File: config.mk
export PLATFORM = sky130hd
export DESIGN_NAME = rpmp_top
export DESIGN_NICKNAME = d
export VERILOG_FILES = /design/src/core/rpmp_pkg.sv /design/src/core/rpmp_top.sv
export SDC_FILE = /design/constraint.sdc
export NUM_CORES = 1
export LEC_CHECK = 0
export BUFFER_PORTS_ARGS = -buffer_cell sky130_fd_sc_hd__buf_2
export CAP_MARGIN = 10
export CORE_ASPECT_RATIO = 1.75
export CORE_MARGIN = 4
export CORE_UTILIZATION = 45
export CTS_CLUSTER_DIAMETER = 60
export DETAILED_ROUTE_END_ITERATION = 8
export PLACE_DENSITY = 0.65
export RECOVER_POWER = 50
export SLEW_MARGIN = 0
export SYNTH_ARGS = -nofsm -noshare
export SYNTH_HDL_FRONTEND = slang
export SYNTH_SLANG_ARGS = --single-unit
File: constraint.sdc
create_clock -name clk -period 8.13 [get_ports clk]
set_input_delay 1.2195 -clock clk [delete_from_list [all_inputs] [get_ports clk]]
set_output_delay 1.2195 -clock clk [all_outputs]
set_load 0.02 [all_outputs]
File: src/core/rpmp_pkg.sv
// package for the receive-port mode and paging register bank
// assumes one 100 MHz clock and a local i2c front end
package rpmp_pkg;

  localparam int NPORT = 2;
  localparam int MODE_W = 3;

  // ****************************************
  // register offsets
  // ****************************************
  localparam logic [7:0] REG_RX_CTL = 8'h0C;
  localparam logic [7:0] REG_PAGE = 8'h4C;
  localparam logic [7:0] REG_ALIAS = 8'h5C;
  localparam logic [7:0] REG_PCFG = 8'h6D;

  // ****************************************
  // reset values
  // ****************************************
  localparam logic [7:0] RX_CTL_RST = 8'h00;
  localparam logic [7:0] ALIAS_RST = 8'h00;
  localparam logic [MODE_W-1:0] MODE_RST = 3'h0;
  // device address; value is arbitrary
  localparam logic [6:0] DEV_ADDR = 7'h30;

  // ****************************************
  // field positions
  // ****************************************
  localparam int ALIAS_EN_BIT = 0;
  localparam int ALIAS_ADDR_LSB = 1;
  localparam int PAGE_PORT_BIT = 0;

  // ****************************************
  // strap mode codes
  // ****************************************
  typedef enum logic [MODE_W-1:0] {
    MODE_ASYNC_PKT = 3'h0,
    MODE_WIDE_LOW = 3'h1,
    MODE_WIDE_HIGH = 3'h2,
    MODE_TEN_BIT = 3'h3,
    MODE_SYNC_PKT = 3'h4
  } rpmp_mode_t;

  // ****************************************
  // timing
  // ****************************************
  localparam longint CLK_HZ = 100_000_000;
  localparam longint REF_NOM_HZ = 25_000_000;
  localparam longint STRAP_DELAY_MS = 1;
  localparam longint REF_TIMEOUT_US = 20;
  localparam int STRAP_DELAY_TICKS =
    int'(REF_NOM_HZ / 1000 * STRAP_DELAY_MS);
  localparam logic [11:0] REF_TIMEOUT_CYC =
    12'(CLK_HZ / 1_000_000 * REF_TIMEOUT_US);
  localparam logic [1:0] OSC_DIV_LAST =
    2'(CLK_HZ / REF_NOM_HZ - 1);

  typedef enum logic [1:0] {
    ST_OFF = 2'b00,
    ST_WAIT = 2'b01,
    ST_RUN = 2'b10
  } rpmp_state_t;

  typedef struct packed {
    logic valid;
    logic wr;
    logic remote;
    logic link_port;
    logic [6:0] dev_addr;
    logic [7:0] reg_addr;
    logic [7:0] wdata;
  } rpmp_acc_t;

  typedef struct packed {
    logic ack;
    logic [7:0] rdata;
  } rpmp_rsp_t;

endpackage

File: src/core/rpmp_top.sv
// receive-port mode strap, port disable and paging register bank
// assumes acc comes from the i2c target front end, one cycle per access,
// and that all inputs are synchronous to clk
// Summary of operation
// RULE1: wait 1 ms after release, then sample
// RULE2: decode strap into one of five codes
// RULE3: strap mode lands in software-writable field
// RULE4: input mode held per receive port
// RULE5: timers counted from reference clock ticks
// RULE6: outside source keeps reference clock running
// RULE7: internal oscillator tick until reference seen
// RULE8: port 0, port 1 or both accepted
// RULE9: control register bits disable receive ports
// RULE10: remote writes to disable bits dropped
// RULE11: page select steers port-private accesses
// RULE12: page select defaults to accessing port
// RULE13: per-port alias address reaches private registers
// RULE14: alias address also reaches shared registers
// RULE15: strap sampled once per release; software wins afterwards
`timescale 1ns/1ns
module rpmp_top
  import rpmp_pkg::*;
#(
  parameter int DELAY_TICKS = STRAP_DELAY_TICKS
)
(
  input wire logic clk,
  input wire logic arst_n,
  input wire logic powerdown_release_pin,
  input wire logic external_timing_source,
  input wire logic [MODE_W-1:0] strap_code,
  input wire rpmp_acc_t acc,
  output rpmp_rsp_t rsp,
  output logic [NPORT-1:0][MODE_W-1:0] port_mode,
  output logic [NPORT-1:0] rx_enable,
  output logic [MODE_W-1:0] cfg_code,
  output logic strap_done,
  output logic ref_in_use
);

  // ****************************************
  // timebase
  // ****************************************
  logic ref_prev_r, ref_prev_nxt;
  logic ref_valid_r, ref_valid_nxt;
  logic [11:0] ref_idle_r, ref_idle_nxt;
  logic [1:0] osc_cnt_r, osc_cnt_nxt;
  logic tick;

  always_comb
  begin
    logic ref_edge;
    logic osc_tick;
    ref_edge = external_timing_source & ~ref_prev_r;
    osc_tick = (osc_cnt_r == OSC_DIV_LAST);
    ref_prev_nxt = external_timing_source;
    ref_idle_nxt = ref_idle_r;
    ref_valid_nxt = ref_valid_r;
    osc_cnt_nxt = osc_tick ? 2'h0 : osc_cnt_r + 2'h1;
    if (ref_edge)
    begin
      ref_idle_nxt = 12'h000;
      ref_valid_nxt = 1'b1;
    end
    else if (ref_idle_r == REF_TIMEOUT_CYC)
    begin
      // a stalled reference drops back to the oscillator
      ref_valid_nxt = 1'b0;
    end
    else
    begin
      ref_idle_nxt = ref_idle_r + 12'h001;
    end
    // RULE7: backup oscillator tick
    // RULE5: one tick source for timers
    tick = ref_valid_r ? ref_edge : osc_tick;
  end

  always_ff @(posedge clk or negedge arst_n)
  begin
    if (!arst_n)
    begin
      ref_prev_r <= 1'b0;
      ref_valid_r <= 1'b0;
      ref_idle_r <= 12'h000;
      osc_cnt_r <= 2'h0;
    end
    else
    begin
      ref_prev_r <= ref_prev_nxt;
      ref_valid_r <= ref_valid_nxt;
      ref_idle_r <= ref_idle_nxt;
      osc_cnt_r <= osc_cnt_nxt;
    end
  end

  // ****************************************
  // strap sequencer
  // ****************************************
  rpmp_state_t state_r, state_nxt;
  logic [15:0] dly_r, dly_nxt;
  logic [MODE_W-1:0] code_r, code_nxt;
  logic sample;

  always_comb
  begin
    state_nxt = state_r;
    dly_nxt = dly_r;
    code_nxt = code_r;
    sample = 1'b0;
    case (state_r)
      ST_OFF:
      begin
        dly_nxt = 16'h0000;
        if (powerdown_release_pin)
        begin
          state_nxt = ST_WAIT;
        end
      end
      ST_WAIT:
      begin
        // RULE1: settle delay before sampling
        if (tick)
        begin
          if (dly_r == 16'(DELAY_TICKS - 1))
          begin
            sample = 1'b1;
            state_nxt = ST_RUN;
          end
          else
          begin
            dly_nxt = dly_r + 16'h0001;
          end
        end
      end
      default:
      begin
      end
    endcase
    if (sample)
    begin
      // RULE2: reserved codes fold to mode 0
      if (strap_code > MODE_SYNC_PKT)
      begin
        code_nxt = MODE_ASYNC_PKT;
      end
      else
      begin
        code_nxt = strap_code;
      end
    end
    if (!powerdown_release_pin)
    begin
      // RULE15: next release samples again
      state_nxt = ST_OFF;
    end
  end

  always_ff @(posedge clk or negedge arst_n)
  begin
    if (!arst_n)
    begin
      state_r <= ST_OFF;
      dly_r <= 16'h0000;
      code_r <= MODE_RST;
    end
    else
    begin
      state_r <= state_nxt;
      dly_r <= dly_nxt;
      code_r <= code_nxt;
    end
  end

  // ****************************************
  // register bank
  // ****************************************
  logic [7:0] rx_ctl_r, rx_ctl_nxt;
  logic lpage_r, lpage_nxt;
  logic [NPORT-1:0] rpage_r, rpage_nxt;
  logic [NPORT-1:0][7:0] alias_r, alias_nxt;
  logic [NPORT-1:0][MODE_W-1:0] mode_r, mode_nxt;
  rpmp_rsp_t rsp_r, rsp_nxt;
  logic [NPORT-1:0] rx_en_r, rx_en_nxt;

  always_comb
  begin
    logic hit;
    logic tgt;
    logic page;
    rx_ctl_nxt = rx_ctl_r;
    lpage_nxt = lpage_r;
    rpage_nxt = rpage_r;
    alias_nxt = alias_r;
    mode_nxt = mode_r;
    rsp_nxt = '0;
    page = acc.remote ? rpage_r[acc.link_port] : lpage_r;
    hit = (acc.dev_addr == DEV_ADDR);
    // RULE11: page picks the private set
    tgt = page;
    for (int i = 0; i < NPORT; i++)
    begin
      // RULE13: alias bypasses the page
      if (alias_r[i][ALIAS_EN_BIT] &&
          acc.dev_addr == alias_r[i][7:ALIAS_ADDR_LSB])
      begin
        hit = 1'b1;
        tgt = 1'(i);
      end
    end
    // RULE14: shared registers on any hit
    if (acc.valid && hit)
    begin
      rsp_nxt.ack = 1'b1;
      if (acc.reg_addr == REG_RX_CTL)
      begin
        rsp_nxt.rdata = rx_ctl_r;
        // RULE10: local writes only
        if (acc.wr && !acc.remote)
        begin
          rx_ctl_nxt = acc.wdata;
        end
      end
      else if (acc.reg_addr == REG_PAGE)
      begin
        rsp_nxt.rdata = {7'h00, page};
        if (acc.wr && acc.remote)
        begin
          rpage_nxt[acc.link_port] = acc.wdata[PAGE_PORT_BIT];
        end
        else if (acc.wr)
        begin
          lpage_nxt = acc.wdata[PAGE_PORT_BIT];
        end
      end
      else if (acc.reg_addr == REG_ALIAS)
      begin
        rsp_nxt.rdata = alias_r[tgt];
        if (acc.wr)
        begin
          alias_nxt[tgt] = acc.wdata;
        end
      end
      else if (acc.reg_addr == REG_PCFG)
      begin
        rsp_nxt.rdata = {5'h00, mode_r[tgt]};
        // RULE3: software override of mode
        // RULE4: one mode per port
        if (acc.wr)
        begin
          mode_nxt[tgt] = acc.wdata[MODE_W-1:0];
        end
      end
      else
      begin
        // unmapped offsets read zero, writes dropped
        rsp_nxt.rdata = 8'h00;
      end
    end
    if (sample)
    begin
      // RULE3: strap loads every port field
      for (int i = 0; i < NPORT; i++)
      begin
        mode_nxt[i] = code_nxt;
      end
    end
    // RULE8: each port enabled on its own
    // RULE9: disable bit stops the port
    for (int i = 0; i < NPORT; i++)
    begin
      rx_en_nxt[i] = (state_r == ST_RUN) & ~rx_ctl_r[i];
    end
  end

  always_ff @(posedge clk or negedge arst_n)
  begin
    if (!arst_n)
    begin
      rx_ctl_r <= RX_CTL_RST;
      // RULE12: local default port 0
      lpage_r <= 1'b0;
      rsp_r <= '0;
      rx_en_r <= '0;
      for (int i = 0; i < NPORT; i++)
      begin
        // RULE12: remote default own port
        rpage_r[i] <= 1'(i);
        alias_r[i] <= ALIAS_RST;
        mode_r[i] <= MODE_RST;
      end
    end
    else
    begin
      rx_ctl_r <= rx_ctl_nxt;
      lpage_r <= lpage_nxt;
      rpage_r <= rpage_nxt;
      alias_r <= alias_nxt;
      mode_r <= mode_nxt;
      rsp_r <= rsp_nxt;
      rx_en_r <= rx_en_nxt;
    end
  end

  // ****************************************
  // outputs
  // ****************************************
  logic done_r;
  logic use_r;

  always_ff @(posedge clk or negedge arst_n)
  begin
    if (!arst_n)
    begin
      done_r <= 1'b0;
      use_r <= 1'b0;
    end
    else
    begin
      done_r <= (state_nxt == ST_RUN);
      use_r <= ref_valid_nxt;
    end
  end

  assign rsp = rsp_r;
  assign port_mode = mode_r;
  assign rx_enable = rx_en_r;
  assign cfg_code = code_r;
  assign strap_done = done_r;
  assign ref_in_use = use_r;

endmodule

==> results of run 1 <==
## stage by stage
stage               util, %  instances  instance area [µm²]
global route           53.8        551                 4690
finish                 53.8        551                 4690
floorplan                 -        370                 4030
detailed placement     50.6        535                 4410
CTS                    53.9        551                 4700
global placement       50.5        534                 4400
## path summary, 6_finish.rpt
path | cells after the start | from | endpoint
hold / removal | 1 | osc_cnt_r[0] | osc_cnt_r[0]
setup / recovery | 1 | arst_n | alias_r[1]
min in group asynchronous | 1 | arst_n | alias_r[7]
max in group clk | 8 | acc[20] | alias_r[1]
setup reg to reg | 6 | dly_r[10] | port_mode[5]
hold reg to reg | 1 | osc_cnt_r[0] | osc_cnt_r[0]
## cells by family (layout without fill, tap and decap cells)
kind of cell / count (synthesis) / in the layout
AOI/OAI and AO/OA: 43 / 43
xor gates and xnor gates: 32 / 32
adders and majority gates: 4 / 4
buffers and inverters: 22 / 86
DFF: 82 / 82
muxes: 46 / 46
and+or+nand+nor: 141 / 141
## area by class of cell
cell class / instances / share of cell area [%]
inverter: 14 / 1.12
tap: 117 / 3.12
clock inverter: 5 / 1.17
sequential: 82 / 43.8
clock buffer: 11 / 4.96
multi-input combinational: 266 / 39.9
timing repair buffer: 56 / 5.95
## state kept, by name, indices dropped and copies added (netlist names), 2 cells and up
signal / flops
rx_enable: 2
rpage_r: 2
ref_idle_r: 12
osc_cnt_r: 2
state_r: 2
rsp: 9
alias_r: 16
rx_ctl_r: 8
cfg_code: 3
dly_r: 16
port_mode: 6
## report_power, final
group | total, µW | internal (µW) | switching (µW)
combinational | 64.6 | 26.5 | 38.2
sequential | 430 | 419 | 10.7
clock | 396 | 237 | 160
total | 891 | 682 | 208
## layer usage
layer	vias up	routed length [µm]
li1	1437	-
met1	1460	3350
met2	62	4850
met3	19	362
met4	0	227
met5	-	0
## synth_stat cells (2+ instances only)
cell type,count
sky130_fd_sc_hd__a21o_1,2
sky130_fd_sc_hd__o22ai_1,5
sky130_fd_sc_hd__nor4bb_1,2
sky130_fd_sc_hd__o221ai_1,2
sky130_fd_sc_hd__and2_1,3
sky130_fd_sc_hd__ha_1,4
sky130_fd_sc_hd__nor3_1,6
sky130_fd_sc_hd__nand4b_1,5
sky130_fd_sc_hd__or2_2,3
sky130_fd_sc_hd__nand3_1,15
sky130_fd_sc_hd__mux2i_1,14
sky130_fd_sc_hd__nor4_1,7
sky130_fd_sc_hd__dfrtp_1,81
sky130_fd_sc_hd__buf_6,2
sky130_fd_sc_hd__nand4_1,10
sky130_fd_sc_hd__or3_1,7
sky130_fd_sc_hd__nand3b_1,2
sky130_fd_sc_hd__a21oi_1,9
sky130_fd_sc_hd__nor2_1,31
sky130_fd_sc_hd__a21boi_0,2
sky130_fd_sc_hd__nand2b_1,3
sky130_fd_sc_hd__nand2_1,28
sky130_fd_sc_hd__clkbuf_1,4
sky130_fd_sc_hd__mux2_2,32
sky130_fd_sc_hd__and3_1,7
sky130_fd_sc_hd__o21ai_0,13
sky130_fd_sc_hd__xor2_1,6
sky130_fd_sc_hd__inv_1,14
sky130_fd_sc_hd__o211ai_1,2
sky130_fd_sc_hd__xnor2_1,26
sky130_fd_sc_hd__or4_1,2
sky130_fd_sc_hd__o21a_1,2
==> results.txt, run 1 <==
- Run status: finished, violations left
- Violations in the final reports: max-capacitance violations, max-slew violations
* Clock transition at the registers of the reported paths: about 0.05 ns
- Vias after detailed routing: between 2k and 3k
- Sequence of cells on the critical path: clkbuf_1
- After floorplanning, the core was divided into 45 placement rows.
- The number of gates resized after CTS was 0.
- Kind of critical path: primary input to async pin
- Routed WL per cell: 16.0 µm
* Basic-gate share of the synthesized area counting and, or, nand and nor cells: 19.2%
* Clock sink count: 82
- Areal power density over the cells: approximately 190 mW/mm²
* Vias in the first global route: 3074
- Max-cap violation count: 1
- The region available for standard cell placement spans just under 0.009 mm².
- Max VDD drop: 0.000113 V
- Summed over all failing endpoints, the final setup total negative slack is 0 ns.
- Registers take 0.00205 mm².
* Register-to-register setup slack: 5.21 ns
* Main combinational cell family by area after synthesis: simple AND/OR/NAND/NOR gates
- At the pin with the least slew margin, the transition time is 4.28 ns.
- Path category of the worst min-delay check: flop to flop
- Once the clock tree was built, the setup fixing pass inserted 0 buffers.
- For this run, the detailed router's first-pass iteration total came to 4.
- PnR Total Power: 891 µW
* Synth Warn #: 0
- The layer flagged by global routing as most heavily used is met2.
- Fraction of synthesis flops using an asynchronous set or reset pin: between 90% and 100%
- After synthesis the cells add up to 0.00403 mm².
- Buffers inserted to repair hold after CTS numbered 0.
- For this run, global-route usage on met2 was measured as 31.9%.
- In this run the deepest clock path goes through 2 buffers.
* Compound-Gate Fraction of Synth Area: 6.68%
- Detailed placement finished with a half-perimeter wire length of 6.48 mm.
- Yosys attributes the largest share of cell area to sky130_fd_sc_hd__dfrtp_1, sky130_fd_sc_hd__mux2_2, sky130_fd_sc_hd__xnor2_1.
- Reported leakage power: ~0.0021 µW
- Number of distinct library cells after synthesis: 51
* RSZ-0062 raised after global routing: no
* Number of top-level pins: 56
- Summed over its instances, the top area cell type makes up approximately half of the synthesized netlist area.
- Count of final hold-check violations: 0
- Net count after synthesis: 408
* Post-route clock period utilization: 58.9%
- Syn avg cell area: between 10 and 15 µm²
* Starting utilization of the core area: ~46%
- Crit path max-delay family: buffers and inverters
- The number of pins with negative max-slew slack in the final report is 83.
- Yosys mapped a number of flops with a built-in enable equal to 0.
- Data required, critical path: 7.56 ns
- For this run, design rule violations remaining after detail routing come to 0.
- Insertion delay to the later sink of the worst-skew pair: 0.34 ns
- The worst setup path is captured at an async pin.
* Width of the die: a little under 80 µm
- Buffers on Ports: 55
* Number of setup violations in the final report: 0
- The root buffer cell chosen for the clock tree is sky130_fd_sc_hd__clkbuf_16.
- Minimum clock period: 4.79 ns
* Highest attainable clock frequency: roughly 210 MHz
- After Yosys synthesis, XOR and XNOR cells account for 6.96% of the synthesized area.
- Share of synthesized area spent on multiplexers: 12.4%
- Multi-input gate area: 0.00187 mm²
* Die outline area: 0.0106 mm²
- The detail route stage leaves a number of antenna-violating nets equal to 0.
- Entering global routing, the biggest net connects 83 pins.
- Number of antenna violations at the first check in global routing: 0
* Arrival time reported for the critical path endpoint: 4.23 ns
* Synth Register Bits: slightly above 80
- Largest fanout of any net on the critical path: 82
- Counting every instance in the synthesized netlist gives 370.
- The detailed router finished its first iteration with around 150 violations.
- Number of CTS-inserted buffers: 9
- Met3 Usage GRT: about 4%
- Total congestion overflow after global routing: 0
- Across all hold checks on the routed design, the worst slack comes to around 0.44 ns.
* Count of buffering cells on the critical path with inverters included: 1
- Routability-driven placement finished with a final weighted congestion of 0.886.
* Synthesis-to-layout area growth: 16.6%
- The worst path meets setup with 3.34 ns of slack.
- Wire length of the first global-routing pass: 14.7 mm
- TritonCTS clock tree: built
- Fraction of layout instances using a drive strength above 1: 24.0%
* Setup slack at placement: 4.40 ns
- Global-route met1 utilization: 19.4%
- Predominant post-synthesis flop cell: sky130_fd_sc_hd__dfrtp_1
* CTS H-Tree Depth: 3
- Most frequent cells in the layout: sky130_fd_sc_hd__dfrtp_1, sky130_fd_sc_hd__buf_2, sky130_fd_sc_hd__mux2_2, sky130_fd_sc_hd__nor2_1, sky130_fd_sc_hd__nand2_1
- Of the total synthesized cell area, the portion taken by full adders, half adders and majority gates is under 10%.
* Slowest cell on the critical path: sky130_fd_sc_hd__clkbuf_1
- Number of nets in the layout: 467
- In this design, the stage delay of the slowest critical-path cell is approximately 3 ns.
- The biggest area contributor in the post-synthesis netlist is sky130_fd_sc_hd__dfrtp_1.
- Summed over all layers, the routed wires come to 8.79 mm.
* Fillcell total: 800
- Headroom to the max-slew limit: -185%
- Sequential cell area fraction in the yosys report: 51.0%
- Per-cell via count in the routed design: approximately 5.4
- Most common library cell in the layout ignoring fill and taps: sky130_fd_sc_hd__dfrtp_1
* Y dimension of the die: ~130 µm
- Overall fraction of global-route tracks in use: 17.7%
- Critical Path Start Type: primary input
- 0 antenna diodes ended up in the layout.
- Clock skew on the completed layout was measured at 0.00845 ns.
Power figures use the tool's default switching activity.
==> run 2: changes to the inputs <==
Settings changed: PLACE_DENSITY 0.65 to 0.68.
Clock period 8.13 ns to 4.4 ns, I/O delays scaled along.
==> run 2 against run 1 <==
Clock skew up 0.0015 ns. Count of clock-buffer cells in the layout down 2. Largest power group unchanged. Register-to-register slack worse by 3.8 ns. Sequential share of layout area down 0.14 points. The run still ends with max-capacitance violations, max-slew violations left. Cell count up 0.18%. Wire length down 0.61%. Clock power up 84%.
==> results.txt, run 2 (synthesized netlist as in run 1, its figures left out) <==
- Headroom to the max-slew limit: -31.5% (+150 points)
- The placeable core region was 0.00873 mm² (unchanged).
- The setup fix buffers added after clock tree synthesis is 0 (unchanged).
- The path class of the tightest hold or removal check is flop to flop.
- The horizontal die dimension was 79.5 µm (unchanged).
* Max VDD drop: 0.000234 V (+110%)
- Setup slack at placement: 1.26 ns (-3.14 ns)
- The HPWL after detailed placement was 6.51 mm (+0.43%).
- Part of the power in the clock network: 44.3% (-0.2 points)
- STA classifies the critical path endpoint as a flop.
- Clock sink count: 82 (unchanged)
* Worst Skew: 0.00997 ns (+0.00152 ns)
- Quantity of gates resized following cts: 0 (unchanged)
* Router iterations before antenna repair: 5 (+1)
* Number of setup violations in the final report: 0 (unchanged)
- Remaining routing DRC violations: 0 (unchanged)
* Max-cap violation count: 1 (unchanged)
* Wire length of the first global-routing pass: 14.7 mm (+0.57%)
- The combinational cell fraction of total power came to 7.3% (about the same).
- The worst setup path is of the flop to flop kind.
- Buffers on Ports: 55 (unchanged)
* Number of nets in the layout: 468 (+0.21%)
- Fin Setup TNS: 0 ns (unchanged)
- Cell row count: 45 (unchanged)
- Number of CTS-inserted buffers: 9 (unchanged)
* Post-detailed-route count of antenna-violating nets: 0 (unchanged)
* Top flop regs: alias_r: 16 flops, dly_r: 16 flops, ref_idle_r: 12 flops
- Die outline area: 0.0106 mm² (unchanged)
- The count of endpoints failing hold in the final timing report was 0 (unchanged).
- The post-detailed-placement cell area was 0.00442 mm² (about the same).
- Switching power as a share of total power: 25.6% (+2.2 points)
- The total of hold buffers inserted after clock tree synthesis was 0 (unchanged).
- Areal power density over the cells: 349 mW/mm² (+84%)
- Global placer's final weighted congestion: 0.840 (-5.3%)
- The total I/O pin count came to 56 (unchanged).
* Clock transition at the registers of the reported paths: 0.06 ns (about the same)
- Timing would allow up to roughly 340 MHz.
- CTS H-Tree Depth: 3 (unchanged)
- The overall via count from detail_route came to 3006 (+0.94%).
- TritonCTS built the clock tree.
* Fraction of layout instances using a drive strength above 1: 25.7% (+1.8 points)
- Overall fraction of global-route tracks in use: 17.9% (+0.15 points)
* Final non-filler cell area: 0.00471 mm² (+0.32%)
* PnR Total Power: 1640 µW (+84%)
* Routed WL per cell: 15.8 µm (-0.79%)
- The worst slack on hold paths was 0.430 ns (-0.00466 ns).
- Post-route clock period utilization: 67.4%
* RSZ-0062 raised after global routing: no
- Reported leakage power: 0.00214 µW (+1.5%)
- Net Switching: 420 µW (+100%)
- The internal portion of total power is 1220 µW (+79%).
- Critical Path Start Type: flop
* Synthesis-to-layout area growth: 16.9%
- The number of pins with negative max-slew slack in the final report was 83 (unchanged).
* Run status: finished, violations left
- The part of the power in registers came to 48.4% (+0.2 points).
* Worst-case clock buffer depth: 2 (unchanged)
* Minimum clock period: 2.96 ns
- Most frequent cells in the layout: sky130_fd_sc_hd__dfrtp_1, sky130_fd_sc_hd__buf_2, sky130_fd_sc_hd__mux2_2, sky130_fd_sc_hd__nor2_1, sky130_fd_sc_hd__nand2_1
- Buffer type at the clock tree root: sky130_fd_sc_hd__clkbuf_16
* Y dimension of the die: 133 µm (unchanged)
- Largest fanout of any net on the critical path: 14 (-83%)
- The number of antenna violations at the first check in global routing came to 0 (unchanged).
- DRT Wirelength: 8.74 mm (-0.61%)
* Slew at the pin closest to its max-slew limit: 1.97 ns (-2.30 ns)
* Per-cell via count in the routed design: 5.45 (+0.76%)
* Maximum number of pins on one net before global-route repair: 83 (unchanged)
- The via count of the first global-routing pass came to 3128 (+1.8%).
- Violations in the final reports: max-capacitance violations, max-slew violations
* Most common library cell in the layout ignoring fill and taps: sky130_fd_sc_hd__dfrtp_1
- The starting density of the core came to 46.1% (unchanged).
* Number of DRC violations after detailed-routing iteration 0: 109 (-29%)
- Arrival time reported for the critical path endpoint: 3.18 ns (-1.05 ns)
* Count of inserted antenna diode cells: 0 (unchanged)
- Total congestion overflow after global routing: 0 (unchanged)
* Insertion delay to the later sink of the worst-skew pair: 0.34 ns (about the same)
- Data required, critical path: 4.61 ns (-2.95 ns)
- The setup slack after layout was 1.44 ns (-1.90 ns).
## run 2: final timing paths
kind | start | depth (start not counted) | to | slack [ns]
max | dly_r[11] | 6 | port_mode[5] | 1.44
min | osc_cnt_r[0] | 1 | osc_cnt_r[0] | 0.43
max reg2reg | dly_r[11] | 6 | port_mode[5] | 1.44
min reg2reg | osc_cnt_r[0] | 1 | osc_cnt_r[0] | 0.43
max in group asynchronous | arst_n | 1 | dly_r[4] | 2.35
min in group asynchronous | arst_n | 1 | ref_idle_r[2] | 0.88
## run 2: critical path: stages, from the launching register on
cell                      delay [ns]
sky130_fd_sc_hd__dfrtp_1        0.42
sky130_fd_sc_hd__or4_1          0.55
sky130_fd_sc_hd__or4_1          0.67
sky130_fd_sc_hd__or3_1          0.63
sky130_fd_sc_hd__nand3_2        0.15
sky130_fd_sc_hd__mux2i_1        0.07
sky130_fd_sc_hd__a311o_1        0.34
## run 2: power groups by stage
| stage | clock network (µW) | logic, µW | registers, µW |
|---|---|---|---|
| after floorplan | 0 | 61.7 | 806 |
| after global placement | 0 | 118 | 807 |
| after detailed placement | 0 | 122 | 809 |
| after CTS | 746 | 123 | 795 |
| after global routing | 784 | 138 | 797 |
| final | 728 | 119 | 795 |
## run 2: area by class of cell
type | count | area [µm²]
fill | 799 | 4020
clock inverter | 7 | 67.6
clock buffer | 9 | 225
timing repair buffer | 57 | 289
sequential | 82 | 2050
inverter | 14 | 52.6
multi-input combinational | 266 | 1870
tap | 117 | 146
## run 2: layer usage
layer | wire [µm] | vias to the layer above | track usage, %
li1 | - | 1452 | -
met1 | 3180 | 1471 | 18.6
met2 | 4950 | 64 | 33.1
met3 | 362 | 19 | 3.65
met4 | 244 | 0 | 8.70
met5 | 0 | - | 0
## run 2: metrics by stage
step                cells  util (%)
global placement      536      50.6
detailed placement    536      50.6
CTS                   552      54.0
global route          552      53.9
finish                552      53.9
floorplan             370         -
